==> config.mk <==
export PLATFORM = sky130hd
export DESIGN_NAME = scev_sysctl
export DESIGN_NICKNAME = d
export VERILOG_FILES = /design/src/scev_mclk_div.v /design/src/scev_sysctl.v
export VERILOG_INCLUDE_DIRS = /design/src
export SDC_FILE = /design/constraint.sdc
export NUM_CORES = 1
export LEC_CHECK = 0
export BUFFER_PORTS_ARGS = -buffer_cell sky130_fd_sc_hd__buf_2
export CAP_MARGIN = 40
export CORE_MARGIN = 2
export CORE_UTILIZATION = 57
export CTS_CLUSTER_DIAMETER = 200
export DETAILED_ROUTE_END_ITERATION = 12
export GPL_TIMING_DRIVEN = 0
export PLACE_DENSITY = 0.85
export SETUP_SLACK_MARGIN = 0.5
export SYNTH_ARGS = -nofsm -noshare
export SYNTH_HDL_FRONTEND = slang
export SYNTH_HIERARCHICAL = 1
export SYNTH_SLANG_ARGS = --single-unit
==> constraint.sdc <==
create_clock -name pclk -period 5.1 [get_ports pclk]
set_clock_uncertainty 0.1 [all_clocks]
set_input_delay 0.51 -clock pclk [delete_from_list [all_inputs] [get_ports pclk]]
set_output_delay 0.51 -clock pclk [all_outputs]
set_load 0.05 [all_outputs]
==> src/scev_defines.vh <==
// Constants for the system-control event and gating block.
// Assumes inclusion by bare name from the design files of this folder.
`ifndef SCEV_DEFINES_VH
`define SCEV_DEFINES_VH
// Register byte offsets
`define SCEV_OFF_RAW      12'h000
`define SCEV_OFF_EN       12'h004
`define SCEV_OFF_MASKED   12'h008
`define SCEV_OFF_CLR      12'h00C
`define SCEV_OFF_GATE     12'h010
`define SCEV_OFF_SLPCFG   12'h014
`define SCEV_OFF_DSLPCFG  12'h018
`define SCEV_OFF_BUSSEL   12'h01C
`define SCEV_OFF_MCLK     12'h020
// Event bit positions
`define SCEV_BIT_PLL_LOCK 0
`define SCEV_BIT_OVERCUR  1
`define SCEV_BIT_IOSC     2
`define SCEV_BIT_MOSC     3
`define SCEV_BIT_REGDROOP 4
`define SCEV_BIT_SUPDROOP 5
`define SCEV_BIT_PLL_FAIL 6
// Field positions
`define SCEV_MCLK_EN_BIT  31
// Reset values
`define SCEV_RST_EN       7'h00
`define SCEV_RST_CFG      32'h00000000
`define SCEV_RST_DIV      8'h00
`define SCEV_RST_BUSSEL   8'h00
`endif

==> src/scev_mclk_div.v <==
// Programmable divider for the audio master clock.
// Assumes clk_in is sampled synchronously to pclk as a plain input.
`include "scev_defines.vh"
module scev_mclk_div #(
    parameter DIV_W = 8
) (
    // Clock and reset
    input  wire             pclk,
    input  wire             presetn,
    // Control
    input  wire             enable,
    input  wire [DIV_W-1:0] divisor,
    input  wire             clk_in,
    // Output
    output reg              mclk_out_ff
);
    reg [DIV_W-1:0] cnt_ff;
    reg             clk_in_d_ff;
    reg [DIV_W-1:0] nxt_cnt;
    reg             nxt_mclk;
    wire            in_rise;

    assign in_rise = clk_in & ~clk_in_d_ff;

    // Toggle output every divisor+1 input rises; disabled holds low
    always @* begin
        nxt_cnt  = cnt_ff;
        nxt_mclk = mclk_out_ff;
        if (!enable) begin
            nxt_cnt  = {DIV_W{1'b0}};
            nxt_mclk = 1'b0;
        end else if (in_rise) begin
            if (cnt_ff >= divisor) begin
                nxt_cnt  = {DIV_W{1'b0}};
                nxt_mclk = ~mclk_out_ff;
            end else begin
                nxt_cnt = cnt_ff + {{(DIV_W-1){1'b0}}, 1'b1};
            end
        end
    end

    // State registers
    always @(posedge pclk or negedge presetn) begin
        if (!presetn) begin
            cnt_ff      <= {DIV_W{1'b0}};
            mclk_out_ff <= 1'b0;
            clk_in_d_ff <= 1'b0;
        end else begin
            cnt_ff      <= nxt_cnt;
            mclk_out_ff <= nxt_mclk;
            clk_in_d_ff <= clk_in;
        end
    end
endmodule // scev_mclk_div

==> src/scev_sysctl.v <==
// System-control events, interrupt, clock gating, GPIO bus select and MCLK enable.
// Assumes an APB master on pclk; event inputs are one-cycle or level pulses on pclk.
//
// Notes on behaviour
// - Seven event sources, one status bit each
// - Enabled sources alone reach the interrupt
// - Raw and masked status both readable
// - Written clear mask drops selected sources
// - Deep-sleep gating keeps only marked peripherals
// - Cleared bus-select maps port to APB
// - Set bus-select decodes port on AHB base
// - Divided MCLK, switchable fully off
// - Gating off: sleep clocks equal run
`include "scev_defines.vh"

// Register map, byte offsets, one aligned 32-bit word each:
//   0x000  raw event status, read only, writes ignored
//   0x004  event enables, one bit per source
//   0x008  masked status, read only, writes ignored
//   0x00C  clear mask, write only, reads zero
//   0x010  peripheral clock gating enable in bit 0
//   0x014  sleep clock set, one bit per peripheral
//   0x018  deep-sleep clock set, one bit per peripheral
//   0x01C  port bus select, a set bit moves the port to AHB
//   0x020  divider value in the low byte, output enable in bit 31
//   other offsets answer with an error and zero read data
// Event bits, low to high: PLL locked, regulator overcurrent,
// internal oscillator fail, main oscillator fail, regulator droop,
// supply droop, PLL failure.
// Bus timing: the access cycle is taken while pready is low and the
// answer follows one cycle later, so every transfer has one wait
// state. A write lands at the edge that raises pready; the master
// still holds the request until it sees pready, so nothing is lost.
module scev_sysctl #(
    parameter NUM_EVT    = 7,
    parameter NUM_PERIPH = 32,
    parameter NUM_PORT   = 8,
    parameter DIV_W      = 8
) (
    // Clock and reset
    input  wire                  pclk,
    input  wire                  presetn,
    // APB slave
    input  wire                  psel,
    input  wire                  penable,
    input  wire                  pwrite,
    input  wire [11:0]           paddr,
    input  wire [31:0]           pwdata,
    output reg  [31:0]           prdata_ff,
    output reg                   pready_ff,
    output reg                   pslverr_ff,
    // Event sources
    input  wire                  pll_locked_event,
    input  wire                  regulator_overcurrent_event,
    input  wire                  internal_osc_fail_event,
    input  wire                  main_osc_fail_event,
    input  wire                  regulator_droop_event,
    input  wire                  supply_droop_event,
    input  wire                  pll_failure_event,
    // Power mode and peripheral run enables
    input  wire                  sleep_mode,
    input  wire                  deep_sleep_mode,
    input  wire [NUM_PERIPH-1:0] periph_run_en,
    input  wire [NUM_PERIPH-1:0] periph_wake_req,
    // Audio clock source
    input  wire                  mclk_src,
    // Outputs
    output reg                   irq_ff,
    output reg  [NUM_PERIPH-1:0] periph_clk_en_ff,
    output reg                   wake_ff,
    output reg  [NUM_PORT-1:0]   gpio_apb_sel_ff,
    output reg  [NUM_PORT-1:0]   gpio_ahb_sel_ff,
    output wire                  mclk_out
);
    reg  [NUM_EVT-1:0]    raw_ff;
    reg  [NUM_EVT-1:0]    en_ff;
    reg                   gate_en_ff;
    reg  [NUM_PERIPH-1:0] slp_cfg_ff;
    reg  [NUM_PERIPH-1:0] dslp_cfg_ff;
    reg  [NUM_PORT-1:0]   bussel_ff;
    reg  [DIV_W-1:0]      mclk_div_ff;
    reg                   mclk_en_ff;
    reg  [NUM_EVT-1:0]    nxt_raw;
    reg  [31:0]           nxt_rdata;
    reg                   nxt_err;
    reg  [NUM_PERIPH-1:0] nxt_clk_en;
    wire [NUM_EVT-1:0]    evt_in;
    wire [NUM_EVT-1:0]    masked;
    wire                  wr;
    wire                  rd;
    wire [NUM_EVT-1:0]    clr_mask;
    wire [NUM_PERIPH-1:0] wake_mask;

    // Event vector in fixed bit order
    assign evt_in[`SCEV_BIT_PLL_LOCK] = pll_locked_event;
    assign evt_in[`SCEV_BIT_OVERCUR]  = regulator_overcurrent_event;
    assign evt_in[`SCEV_BIT_IOSC]     = internal_osc_fail_event;
    assign evt_in[`SCEV_BIT_MOSC]     = main_osc_fail_event;
    assign evt_in[`SCEV_BIT_REGDROOP] = regulator_droop_event;
    assign evt_in[`SCEV_BIT_SUPDROOP] = supply_droop_event;
    assign evt_in[`SCEV_BIT_PLL_FAIL] = pll_failure_event;

    // Access phase strobes; slave takes the first access cycle and answers in the second
    // Masking with pready keeps a held request from being taken twice
    assign wr       = psel & penable & pwrite & ~pready_ff;
    assign rd       = psel & penable & ~pwrite & ~pready_ff;
    assign clr_mask = (wr && paddr == `SCEV_OFF_CLR) ? pwdata[NUM_EVT-1:0] : {NUM_EVT{1'b0}};
    assign masked   = raw_ff & en_ff;

    // Without gating any peripheral may wake; with it only the deep-sleep set
    assign wake_mask = gate_en_ff ? dslp_cfg_ff : {NUM_PERIPH{1'b1}};

    // Sticky status: a new event wins over a same-cycle clear
    // A source held high sets its bit again right after a clear,
    // so the handler must remove the cause before it clears
    always @* begin
        nxt_raw = (raw_ff & ~clr_mask) | evt_in;
    end

    // Read mux; unmapped addresses answer with an error and zero data
    always @* begin
        nxt_rdata = 32'h00000000;
        nxt_err   = 1'b0;
        case (paddr)
            `SCEV_OFF_RAW:     nxt_rdata[NUM_EVT-1:0] = raw_ff;
            `SCEV_OFF_EN:      nxt_rdata[NUM_EVT-1:0] = en_ff;
            `SCEV_OFF_MASKED:  nxt_rdata[NUM_EVT-1:0] = masked;
            `SCEV_OFF_CLR:     nxt_rdata = 32'h00000000;
            `SCEV_OFF_GATE:    nxt_rdata[0] = gate_en_ff;
            `SCEV_OFF_SLPCFG:  nxt_rdata[NUM_PERIPH-1:0] = slp_cfg_ff;
            `SCEV_OFF_DSLPCFG: nxt_rdata[NUM_PERIPH-1:0] = dslp_cfg_ff;
            `SCEV_OFF_BUSSEL:  nxt_rdata[NUM_PORT-1:0] = bussel_ff;
            `SCEV_OFF_MCLK: begin
                nxt_rdata[DIV_W-1:0]         = mclk_div_ff;
                nxt_rdata[`SCEV_MCLK_EN_BIT] = mclk_en_ff;
            end
            default:           nxt_err = 1'b1;
        endcase
    end

    // Peripheral clock enables; stored sleep setup unused when gating is off
    // Deep sleep is decoded first, so a core that raises both mode lines
    // gets the deep-sleep set, not the sleep set
    always @* begin
        if (gate_en_ff && deep_sleep_mode)
            nxt_clk_en = periph_run_en & dslp_cfg_ff;
        else if (gate_en_ff && sleep_mode)
            nxt_clk_en = periph_run_en & slp_cfg_ff;
        else
            nxt_clk_en = periph_run_en;
    end

    // Per-port bus routing, one bit per port
    genvar gp;
    generate
        for (gp = 0; gp < NUM_PORT; gp = gp + 1) begin : g_port
            always @(posedge pclk or negedge presetn) begin
                if (!presetn) begin
                    gpio_apb_sel_ff[gp] <= 1'b1;
                    gpio_ahb_sel_ff[gp] <= 1'b0;
                end else begin
                    gpio_apb_sel_ff[gp] <= ~bussel_ff[gp];
                    gpio_ahb_sel_ff[gp] <= bussel_ff[gp];
                end
            end
        end
    endgenerate

    // Registers, bus answer and outputs
    // Reset leaves every source masked and every port on the legacy bus
    always @(posedge pclk or negedge presetn) begin
        if (!presetn) begin
            raw_ff           <= {NUM_EVT{1'b0}};
            en_ff            <= `SCEV_RST_EN;
            gate_en_ff       <= 1'b0;
            slp_cfg_ff       <= `SCEV_RST_CFG;
            dslp_cfg_ff      <= `SCEV_RST_CFG;
            bussel_ff        <= `SCEV_RST_BUSSEL;
            mclk_div_ff      <= `SCEV_RST_DIV;
            mclk_en_ff       <= 1'b0;
            prdata_ff        <= 32'h00000000;
            pready_ff        <= 1'b0;
            pslverr_ff       <= 1'b0;
            irq_ff           <= 1'b0;
            periph_clk_en_ff <= {NUM_PERIPH{1'b0}};
            wake_ff          <= 1'b0;
        end else begin
            raw_ff           <= nxt_raw;
            // Request lags status by one edge; a clear shows on the
            // request line one edge after it lands
            irq_ff           <= |(raw_ff & en_ff);
            periph_clk_en_ff <= nxt_clk_en;
            // Only deep-sleep-marked peripherals may wake under gating
            wake_ff          <= deep_sleep_mode && |(periph_wake_req & wake_mask);
            pready_ff        <= wr | rd;
            pslverr_ff       <= (wr | rd) & nxt_err;
            prdata_ff        <= rd ? nxt_rdata : 32'h00000000;
            if (wr) begin
                case (paddr)
                    `SCEV_OFF_EN:      en_ff       <= pwdata[NUM_EVT-1:0];
                    `SCEV_OFF_GATE:    gate_en_ff  <= pwdata[0];
                    `SCEV_OFF_SLPCFG:  slp_cfg_ff  <= pwdata[NUM_PERIPH-1:0];
                    `SCEV_OFF_DSLPCFG: dslp_cfg_ff <= pwdata[NUM_PERIPH-1:0];
                    `SCEV_OFF_BUSSEL:  bussel_ff   <= pwdata[NUM_PORT-1:0];
                    `SCEV_OFF_MCLK: begin
                        mclk_div_ff <= pwdata[DIV_W-1:0];
                        mclk_en_ff  <= pwdata[`SCEV_MCLK_EN_BIT];
                    end
                    default: ;
                endcase
            end
        end
    end

    // Master clock divider; disabled forces the output low
    scev_mclk_div #(
        .DIV_W       (DIV_W)
    ) u_mclk (
        .pclk        (pclk),
        .presetn     (presetn),
        .enable      (mclk_en_ff),
        .divisor     (mclk_div_ff),
        .clk_in      (mclk_src),
        .mclk_out_ff (mclk_out)
    );
endmodule // scev_sysctl

==> impl_metrics.ini, run 1 <==
[timing]
min_period_over_period = 0.5167
finalCriticalPeriod_ns = 2.635
setup_violations = 0
slew_violations = 0
tightestPinTransition_ns = 0.7219
tns_ns = 0
whs_ns = 0.02673
max_freq_ghz = 0.3795
rsz0062_at_grt = false
hold_viol = 0
maxSlewHeadroom = 0.5187

[hold_path]
holdCritPathClass = input pin to async pin

[global_route]
overflow = 0
antenna_found_initial = 2
grt_max_degree = 101
grtUsageTotal = 0.3119
first_global_vias = 6293
grt_pass1_wl_um = 34670

[clocking]
cts_buffer_depth = 2
cts-root-buf = clkbuf_16
htreeDepth = 4
clk-insertion-delay-late_ns = 0.43
cts_tree = done
cts_hold_buffers = 0
cts_sinks = 190
cts_resized = 0
cts_setup_buffers = 0
cts_made_buffers = 17
clkTransAtPathRegs_ns = 0.07

[yosys]
synth_edf_count = 0
synth-seq-area-share = 0.5884
avgSynthCellArea_sq_um = 13.34
synthTopCellsByCount = dfrtp_1, mux2_2, a22oi_1, mux2_1, o221a_2
synth_warnings = 6
synthDistinctLibCells = 56
syn-num-nets = 739
ys_top_cells_by_area = dfrtp_1, mux2_2, mux2_1
yosysTopAreaCell = dfrtp_1
yosysMostFrequentCell = dfrtp_1
synthArstFlopShare = 1.000
synth_ff_type = dfrtp_1
syn_area_sq_um = 8098
synth_top_area_share = 0.5624
netlist_instances = 607
ys_ff_latch = 190

[floorplan]
core_area_sq_um = 13880
pin_count = 208
die_x_um = 123.2
start_util = 0.5834
die_h_um = 123.2
die_area_sq_um = 15180
row_count = 43

[final_layout]
fin_util = 0.7184
design_area_sq_um = 9972
fill_cells = 985
final_cells = 1029
nets = 967
final_layout_size_suffix_gt1_frac = 0.4269
area_delta_synth_final_pct = 23.15

[route]
dr.pass1.iters = 5
drtAntennaViolNets = 0
drcViolationCount = 0
wl_um = 22590
wl_per_cell_um = 21.95
first_iter_violations = 643
viasPerCell = 6.138
via_count = 6316

[setup_path]
worstPathArrival_ns = 2.84
end_kind = flop
path_max_fanout = 10
critPathKind = input pin to flop
start_kind = input pin
cp.required_ns = 5.31

[run_status]
status = completed

[pwr]
p_leak_nw = 4.937
power_density_nw_per_um2 = 303.0
vdd_drop_max_v = 0.0002141

[place]
placed_cell_area_sq_um = 9404
dpl.cell_count = 996
place.gp.congestion = 0.9275
port_buffers = 207
dp_hpwl_um = 16610

[flow_run]
cap_viol_max_count = 0
critical path: stages:
cell and delay (ns):
buf_2 0.09, or4_1 0.52, buf_2 0.22, nor4b_4 0.60, and2_1 0.22, buf_4 0.15, buf_6 0.17, mux2_1 0.35
worst paths after layout:
check                                          from                      endpoint  slack [ns]  cells after the start
min in group pclk                          mclk_src  u_mclk/clk_in_d_ff$_DFF_PN0_        0.10                      1
max in group asynchronous                   presetn    mclk_div_ff[4]$_DFFE_PN0P_        3.97                      2
hold / removal                              presetn      bussel_ff[7]$_DFFE_PN0P_        0.03                      1
setup reg to reg                pready_ff$_DFF_PN0_      bussel_ff[4]$_DFFE_PN0P_        2.73                      5
hold reg to reg            bussel_ff[7]$_DFFE_PN0P_  gpio_ahb_sel_ff[7]$_DFF_PN0_        0.34                      0
setup / recovery                           paddr[1]    slp_cfg_ff[12]$_DFFE_PN0P_        2.46                      8
kinds of logic (layout without fill, tap and decap cells):
kind of cell,after synthesis,count (layout),share of synthesized area
flops,190,190,0.5884
compound gates,137,137,0.1459
mux,97,97,0.1352
simple gates,117,117,0.08220
other cells,0,1,0
buf+inv,57,298,0.03446
fa+ha+maj,9,9,0.01391
per-layer routing:
metal,wire (um),global-route usage,share of wire,up-vias
li1,-,-,-,2753
met1,9024,0.4061,0.40,3176
met2,10960,0.5027,0.49,342
met3,2047,0.09087,0.091,43
met4,546,0.1094,0.024,2
met5,7,0,0.00031,-
flip-flops by register name, indices dropped and copies added (netlist names):
register and count:
bussel_ff 8, dslp_cfg_ff 32, en_ff 7, gate_en_ff 1, gpio_ahb_sel_ff 8, gpio_apb_sel_ff 8, irq_ff 1, mclk_div_ff 8
mclk_en_ff 1, periph_clk_en_ff 32, prdata_ff 32, pready_ff 1, pslverr_ff 1, raw_ff 7, slp_cfg_ff 32, u_mclk/clk_in_d_ff 1
u_mclk/cnt_ff 8, u_mclk/mclk_out_ff 1, wake_ff 1
power by group:
group / switching (mW) / total [mW] / internal (mW)
combinational: 0.148 / 0.220 / 0.0712
sequential: 0.00615 / 1.53 / 1.52
clock: 0.573 / 1.27 / 0.700
total: 0.728 / 3.02 / 2.29
through the flow:
| stage | total power, mW | worst slack, ns |
|---|---|---|
| after floorplan | 1.648 | 2.547 |
| after global placement | 1.767 | 0.6555 |
| after detailed placement | 1.775 | 2.075 |
| after CTS | 3.035 | 2.512 |
| after global routing | 3.116 | 2.395 |
| final | 3.022 | 2.465 |
cell usage in the layout (no fill, tap or decap), types with 12 or more instances in the layout:
cell / n
a22oi_1: 33
buf_2: 213
clkbuf_1: 15
clkbuf_16: 17
dfrtp_1: 182
inv_1: 22
mux2_1: 32
mux2_2: 57
nand2_1: 19
nand3_1: 12
nor2_1: 31
o221a_2: 32
cell type report:
| class | count | area (sq um) | share of cell area |
|---|---|---|---|
| flip-flops and latches | 190 | 4765 | 0.4778 |
| inverters | 22 | 82.58 | 0.008281 |
| well taps | 180 | 225.2 | 0.02258 |
| repair buffers | 209 | 1081 | 0.1084 |
| plain buffers | 35 | 196.4 | 0.01970 |
| clock inverters | 12 | 108.9 | 0.01092 |
| multi-input cells | 360 | 3054 | 0.3063 |
| clock buffers | 20 | 456.7 | 0.04580 |
| diodes | 1 | 2.502 | 0.0002509 |
Power figures use the tool's default switching activity.
==> run 2, diff against run 1 <==
--- a/config.mk
+++ b/config.mk
@@ -6,14 +6,15 @@
 export SDC_FILE = /design/constraint.sdc
 export NUM_CORES = 1
 export LEC_CHECK = 0
+export ABC_AREA = 1
 export BUFFER_PORTS_ARGS = -buffer_cell sky130_fd_sc_hd__buf_2
 export CAP_MARGIN = 40
 export CORE_MARGIN = 2
-export CORE_UTILIZATION = 57
+export CORE_UTILIZATION = 49
 export CTS_CLUSTER_DIAMETER = 200
 export DETAILED_ROUTE_END_ITERATION = 12
 export GPL_TIMING_DRIVEN = 0
-export PLACE_DENSITY = 0.85
+export PLACE_DENSITY = 0.77
 export SETUP_SLACK_MARGIN = 0.5
 export SYNTH_ARGS = -nofsm -noshare
 export SYNTH_HDL_FRONTEND = slang
==> constraint.sdc (replaced) <==
create_clock -name pclk -period 2.2 [get_ports pclk]
set_clock_uncertainty 0.1 [all_clocks]
set_input_delay 0.22 -clock pclk [delete_from_list [all_inputs] [get_ports pclk]]
set_output_delay 0.22 -clock pclk [all_outputs]
set_load 0.05 [all_outputs]
==> impl_metrics.ini, run 2 <==
[run_status]
status = completed

[route]
drtAntennaViolNets = 0
first_iter_violations = 578
wl_per_cell_um = 16.48
drcViolationCount = 0
viasPerCell = 5.219
via_count = 8011
wl_um = 25290
dr.pass1.iters = 5

[final_layout]
layout_common_cells = nand2_1, buf_2, dfrtp_1
final_cells = 1535
area_delta_synth_final_pct = 31.25
nets = 1423
mostFrequentLayoutCell = nand2_1
final_layout_size_suffix_gt1_frac = 0.3037

[yosys]
synth_top_area_share = 0.5173
synthArstFlopShare = 1.000
yosysMostFrequentCell = nand2_1
syn-num-nets = 1125
yosysTopAreaCell = dfrtp_1
synthDistinctLibCells = 37
synth_warnings = 6
ys_top_cells_by_area = dfrtp_1, nand2_1, o21ai_2
synth-seq-area-share = 0.5411
avgSynthCellArea_sq_um = 8.867
netlist_instances = 993
ys_ff_latch = 190
synth_ff_type = dfrtp_1
synth_edf_count = 0
syn_area_sq_um = 8805
synthTopCellsByCount = nand2_1, dfrtp_1, inv_1, o21ai_0, o21ai_2

[floorplan]
die_area_sq_um = 19060
start_util = 0.4952
pin_count = 208
die_h_um = 138.0
die_x_um = 138.0
row_count = 49
core_area_sq_um = 17780

[timing]
whs_ns = 0.01338
rsz0062_at_grt = true
setup_violations = 0
tightestPinTransition_ns = 0.7152
maxSlewHeadroom = 0.5232
min_period_over_period = 0.7611
finalCriticalPeriod_ns = 1.675
hold_viol = 0
slew_violations = 0
max_freq_ghz = 0.5972

[setup_path]
crit_top_cell = nand2_1
cp_num_buf_inv = 2
cpPeakStageDelay_ns = 0.40
worstPathArrival_ns = 1.89
end_kind = flop
path_cells = inv_1, buf_2, o21ai_0, nand2_1, nor2_1, nand2_1, nor2_2, a21oi_1
worst_path_max_delay_cell = dfrtp_1
path_max_fanout = 10
cp.required_ns = 2.41
path_delay_family = simple AND/OR/NAND/NOR gates
start_kind = flop
crit_start = gate_en_ff$_DFFE_PN0P_
r2r-start = gate_en_ff$_DFFE_PN0P_
critPathKind = flop to flop

[clocking]
cts-root-buf = clkbuf_16
htreeDepth = 4
cts_sinks = 190
cts_tree = done
cts_buffer_depth = 2
cts_made_buffers = 17
clk-insertion-delay-late_ns = 0.43
clkTransAtPathRegs_ns = 0.07

[place]
dp_hpwl_um = 17790
port_buffers = 207
place.gp.congestion = 0.8739
dpl.cell_count = 1430

[global_route]
grtUsageTotal = 0.2672
overflow = 0
grt_pass1_wl_um = 40180
first_global_vias = 7794
antenna_found_initial = 1
grt_max_degree = 97

[hold_path]
holdCritPathClass = input pin to flop
min_from = pwdata[31]

[pwr]
vdd_drop_max_v = 0.0005285
power_density_nw_per_um2 = 636.0
p_leak_nw = 5.902

[flow_run]
cap_viol_max_count = 0
==> run 2: changes by cell type after synthesis, moves of 14 or more <==
cell     change
nand2_1    +231
o21ai_0     +70
inv_1      +106
a21oi_1     +50
o21ai_1     +24
mux2_2      -57
nor2_1      +14
a22oi_1     -33
o21ai_2     +62
mux2_1      -32
o221a_2     -32
nand3_1     +48
==> run 2: metal layers <==
layer / GRT usage / routed length (um)
met1: 0.3610 / 10810
met2: 0.4294 / 12100
met3: 0.04572 / 1580
met4: 0.1160 / 800
met5: 0 / 0
==> run 2: worst reg2reg max path, delay by kind of cell, from the launching register on <==
kind                   cells  cell delay (ns)
AO/OA/AOI/OAI              2             0.26
buffers and inverters      2             0.35
flip-flops                 1             0.40
AND/OR/NAND/NOR            4             0.45
==> run 2: area by class of cell <==
cell class / instances / area [sq um]
Fill cell: 1432 / 6223
Antenna cell: 2 / 5.005
Clock inverter: 14 / 170.2
Sequential cell: 190 / 4766
Buffer: 38 / 295.3
Clock buffer: 18 / 439.2
Multi-Input combinational cell: 632 / 3309
Tap cell: 229 / 286.5
Inverter: 133 / 510.5
Timing Repair Buffer: 279 / 1774
==> run 2: timing repair <==
action / CTS / global route
gates resized for setup: 10 / 27
pin swaps: 0 / 4
buffers inserted: 0 / 4
cloned: 0 / 0
endpoints found under the setup margin: 31 / 49
hold endpoints to repair: 182 / 0
hold buffers: 67 / 0
==> run 2: final timing paths <==
check / to / slack (ns) / depth (start not counted)
min in group asynchronous: prdata_ff[23]$_DFF_PN0_ / 0.29 / 2
setup reg to reg: wake_ff$_DFF_PN0_ / 0.53 / 8
max in group asynchronous: gpio_apb_sel_ff[7]$_DFF_PN1_ / 0.76 / 3
setup / recovery: wake_ff$_DFF_PN0_ / 0.53 / 8
hold reg to reg: gpio_ahb_sel_ff[7]$_DFF_PN0_ / 0.32 / 0
hold / removal: dslp_cfg_ff[31]$_DFFE_PN0P_ / 0.01 / 3
==> run 2: power by group <==
| part | leakage [nW] | total (mW) | switching (mW) | internal (mW) |
|---|---|---|---|---|
| Sequential | 2.55 | 3.54 | 0.0121 | 3.53 |
| Combinational | 3.05 | 0.620 | 0.397 | 0.223 |
| Clock | 0.300 | 3.19 | 1.44 | 1.75 |
==> run 2: metrics by stage <==
step	TNS [ns]	cell area, sq um	util	power (mW)	setup slack (ns)
3_3_place_gp	-398.17	10130	0.5696	4.113	-2.166
5_1_grt	0	11550	0.6498	7.581	0.4647
6_report	0	11560	0.6500	7.350	0.5255
4_1_cts	0	11470	0.6451	7.385	0.3936
3_5_place_dp	0	10160	0.5717	4.127	0.2645
2_1_floorplan	0	8805	-	3.849	0.5141
==> run 2: kinds of logic after synthesis <==
kind of cell | Yosys count | share of synthesized area
fa+ha+maj | 9 | 0.01279
compound gates | 225 | 0.1557
buf+inv | 171 | 0.08924
simple gates | 396 | 0.1991
flops | 190 | 0.5411
xor+xnor | 2 | 0.001990
==> run 3, diff against run 2 <==
--- a/config.mk
+++ b/config.mk
@@ -10,11 +10,11 @@
 export BUFFER_PORTS_ARGS = -buffer_cell sky130_fd_sc_hd__buf_2
 export CAP_MARGIN = 40
 export CORE_MARGIN = 2
-export CORE_UTILIZATION = 49
+export CORE_UTILIZATION = 54
 export CTS_CLUSTER_DIAMETER = 200
 export DETAILED_ROUTE_END_ITERATION = 12
 export GPL_TIMING_DRIVEN = 0
-export PLACE_DENSITY = 0.77
+export PLACE_DENSITY = 0.8
 export SETUP_SLACK_MARGIN = 0.5
 export SYNTH_ARGS = -nofsm -noshare
 export SYNTH_HDL_FRONTEND = slang
==> constraint.sdc (replaced) <==
create_clock -name pclk -period 1.71 [get_ports pclk]
set_clock_uncertainty 0.1 [all_clocks]
set_input_delay 0.171 -clock pclk [delete_from_list [all_inputs] [get_ports pclk]]
set_output_delay 0.171 -clock pclk [all_outputs]
set_load 0.05 [all_outputs]
==> impl_metrics.ini, run 3 <==
[run_status]
status = stopped before the end
flow.stopped_at = global routing (5_1_grt)
error_line = [ERROR GRT-0232] Routing congestion too high. Check the congestion heatmap in the GUI.

[clocking]
cts_sinks = 190
cts-root-buf = clkbuf_16
cts_buffer_depth = 2
htreeDepth = 4
cts_made_buffers = 17

[yosys]
avgSynthCellArea_sq_um = 8.867
synthTopCellsByCount = nand2_1, dfrtp_1, inv_1, o21ai_0, o21ai_2
synthArstFlopShare = 1.000
synth_ff_type = dfrtp_1
synth_warnings = 6
netlist_instances = 993
synth_edf_count = 0
syn_area_sq_um = 8805
yosysTopAreaCell = dfrtp_1
synth_top_area_share = 0.5173
ys_ff_latch = 190
yosysMostFrequentCell = nand2_1
syn-num-nets = 1125
synthDistinctLibCells = 37
ys_top_cells_by_area = dfrtp_1, nand2_1, o21ai_2
synth-seq-area-share = 0.5411

[floorplan]
pin_count = 208
row_count = 46
die_h_um = 131.7
die_x_um = 131.7
start_util = 0.5543

[global_route]
antenna_found_initial = 13
grtUsageTotal = 0.7284
grt_max_degree = 98
overflow = 6

[place]
place.gp.congestion = 0.8851
port_buffers = 207
placed_cell_area_sq_um = 10590
post-place-ws_ns = 0.03171
dp_hpwl_um = 16930

[timing]
worst-endpoint-pin-kind = register data pin
crit_endpoint = u_mclk/cnt_ff[3]$_DFFE_PN0P_/D
[run 3: cell counts after synthesis]
Identical to the previous run, type by type.
[run 3: kinds of logic after synthesis]
logic type	share of synthesized area
compound gates	0.1557
xor+xnor	0.001990
fa+ha+maj	0.01279
buf+inv	0.08924
flops	0.5411
simple gates	0.1991
[run 3: what timing repair did]
action	in CTS
gates cloned	17
hold buffers	66
hold endpoints to repair	186
gates resized for setup	311
pin swaps	17
buffers inserted	39
setup endpoints to repair	245
[run 3: metal layers]
metal	overflow	track usage
met4	2	0.7277
met2	4	0.9052
met3	0	0.5814
met1	0	0.7238
met5	0	0.1228
[run 3: metrics by stage]
step / std cells / hold WS (ns) / setup TNS (ns) / utilization
floorplan: 993 / -0.2246 / 0 / -
global placement: 1416 / 0.1990 / -488.26 / 0.6641
detailed placement: 1417 / 0.1561 / 0 / 0.6665
CTS: 1571 / -0.3153 / 0 / 0.8562
==> run 4, diff against run 3 <==
--- a/config.mk
+++ b/config.mk
@@ -10,12 +10,10 @@
 export BUFFER_PORTS_ARGS = -buffer_cell sky130_fd_sc_hd__buf_2
 export CAP_MARGIN = 40
 export CORE_MARGIN = 2
-export CORE_UTILIZATION = 54
-export CTS_CLUSTER_DIAMETER = 200
+export CORE_UTILIZATION = 40
 export DETAILED_ROUTE_END_ITERATION = 12
 export GPL_TIMING_DRIVEN = 0
-export PLACE_DENSITY = 0.8
-export SETUP_SLACK_MARGIN = 0.5
+export PLACE_DENSITY_LB_ADDON = 0.15
 export SYNTH_ARGS = -nofsm -noshare
 export SYNTH_HDL_FRONTEND = slang
 export SYNTH_HIERARCHICAL = 1
==> impl_metrics.ini, run 4 (synthesized netlist as in run 2, its figures left out) <==
[setup_path]
end_kind = flop
worstPathArrival_ns = 1.82
critPathKind = flop to flop
crit_top_cell = nand2_1
r2r-end = u_mclk/cnt_ff[5]$_DFFE_PN0P_
worst_path_max_delay_cell = dfrtp_1
cp.required_ns = 1.93
r2r-start = mclk_div_ff[0]$_DFFE_PN0P_
path_delay_family = flip-flops
path_cells = ha_1, inv_1, nand2_1, nand2_1, nand2_1, nand2_1, nand2_1, nand2_2, a21oi_4, nor2_1
reg2reg_slack_ns = 0.11
crit_cells = 10
reg2regPathDepth = 10
cpPeakStageDelay_ns = 0.42
path_max_fanout = 6
start_kind = flop
cp_num_buf_inv = 1

[timing]
rsz0062_at_grt = false
hold_viol = 0
finalCriticalPeriod_ns = 1.597
tightestPinTransition_ns = 0.6822
tns_ns = 0
max_freq_ghz = 0.6262
setup_violations = 0
setup_ws_ns = 0.1131
min_period_over_period = 0.9339
maxSlewHeadroom = 0.5452
slew_violations = 0

[pwr]
p_leak_nw = 5.911
vdd_drop_max_v = 0.0006507
total_power_mw = 9.516
power_density_nw_per_um2 = 819.7

[clocking]
cts_tree = done
clk-insertion-delay-late_ns = 0.43
htreeDepth = 4
clkTransAtPathRegs_ns = 0.07
cts-root-buf = clkbuf_16
cts_sinks = 190
cts_buffer_depth = 2
cts_made_buffers = 17

[route]
viasPerCell = 4.797
drcViolationCount = 0
dr.pass1.iters = 5
first_iter_violations = 439
wl_um = 25220
drtAntennaViolNets = 0
via_count = 7598
wl_per_cell_um = 15.92

[floorplan]
pin_count = 208
die_h_um = 152.4
core_area_sq_um = 21690
die_x_um = 152.4
die_area_sq_um = 23220
start_util = 0.4060
row_count = 54

[hold_path]
hold_depth = 3
min_from = pwdata[7]
holdCritPathClass = input pin to flop
whs_endpoint = dslp_cfg_ff[7]$_DFFE_PN0P_

[place]
place.gp.congestion = 0.8782
post-place-ws_ns = -0.1906
placed_cell_area_sq_um = 10230
port_buffers = 207
dp_hpwl_um = 18080

[final_layout]
num_antenna_cells = 0
final_layout_size_suffix_gt1_frac = 0.2998
mostFrequentLayoutCell = nand2_1
design_area_sq_um = 11610
nets = 1423
layout_common_cells = nand2_1, buf_2, dfrtp_1
area_delta_synth_final_pct = 31.85

[global_route]
overflow = 0
grt_pass1_wl_um = 40450
first_global_vias = 7551
antenna_found_initial = 0
grt_max_degree = 108
grtUsageMet2 = 0.3775
top_usage_layer = met2
met3_usage = 0.04181
use_met1 = 0.2874
grtUsageTotal = 0.2213

[run_status]
status = completed

[flow_run]
cap_viol_max_count = 0
[run 4: how the worst max path moves through the flow]
stage	startpoint	endpoint
after floorplan	pready_ff$_DFF_PN0_	en_ff[4]$_DFFE_PN0P_
after global placement	presetn	periph_clk_en_ff[24]$_DFF_PN0_
after detailed placement	gate_en_ff$_DFFE_PN0P_	wake_ff$_DFF_PN0_
after CTS	u_mclk/cnt_ff[0]$_DFFE_PN0P_	u_mclk/mclk_out_ff$_DFFE_PN0P_
after global routing	pready_ff$_DFF_PN0_	prdata_ff[14]$_DFF_PN0_
final	mclk_div_ff[0]$_DFFE_PN0P_	u_mclk/cnt_ff[5]$_DFFE_PN0P_
[run 4: cell type report]
type	instances	area, sq um
inverters	133	510.5
flip-flops and latches	190	4766
well taps	280	350.3
repair buffers	279	1784
plain buffers	38	307.8
clock buffers	18	429.2
fillers	2027	10080
multi-input cells	632	3279
clock inverters	14	181.4
[run 4: metrics by stage]
stage	std cells	hold slack (ns)	util
floorplan	993	-0.2246	-
global placement	1480	0.1944	0.4699
detailed placement	1481	0.1025	0.4716
CTS	1583	0.01710	0.5341
global route	1584	0.02662	0.5352
finish	1584	0.02570	0.5352
[run 4: repair_timing]
action / 4_1_cts / 5_1_grt
endpoints found under the hold margin: 176 / 0
buffers inserted: 0 / 1
pin swaps: 0 / 1
gates cloned: 0 / 0
resized for setup: 16 / 21
hold buffers: 70 / 0
setup endpoints to repair: 36 / 59
[run 4: worst min-delay path, cell delays in order]
cell     delay, ns
buf_2         0.09
inv_1         0.12
o21ai_2       0.15
[run 4: report_power, final]
group	internal, mW	leakage [nW]	total [mW]	switching, mW
clock	2.34	0.296	4.17	1.83
combinational	0.292	3.06	0.799	0.507
sequential	4.54	2.56	4.55	0.0133
total	7.17	5.91	9.52	2.35
[run 4: layer usage]
| metal | wire length (um) | vias up |
|---|---|---|
| met5 | 0 | - |
| met4 | 498 | 0 |
| met3 | 1202 | 34 |
| met2 | 12570 | 212 |
| met1 | 10950 | 3583 |
| li1 | - | 3769 |
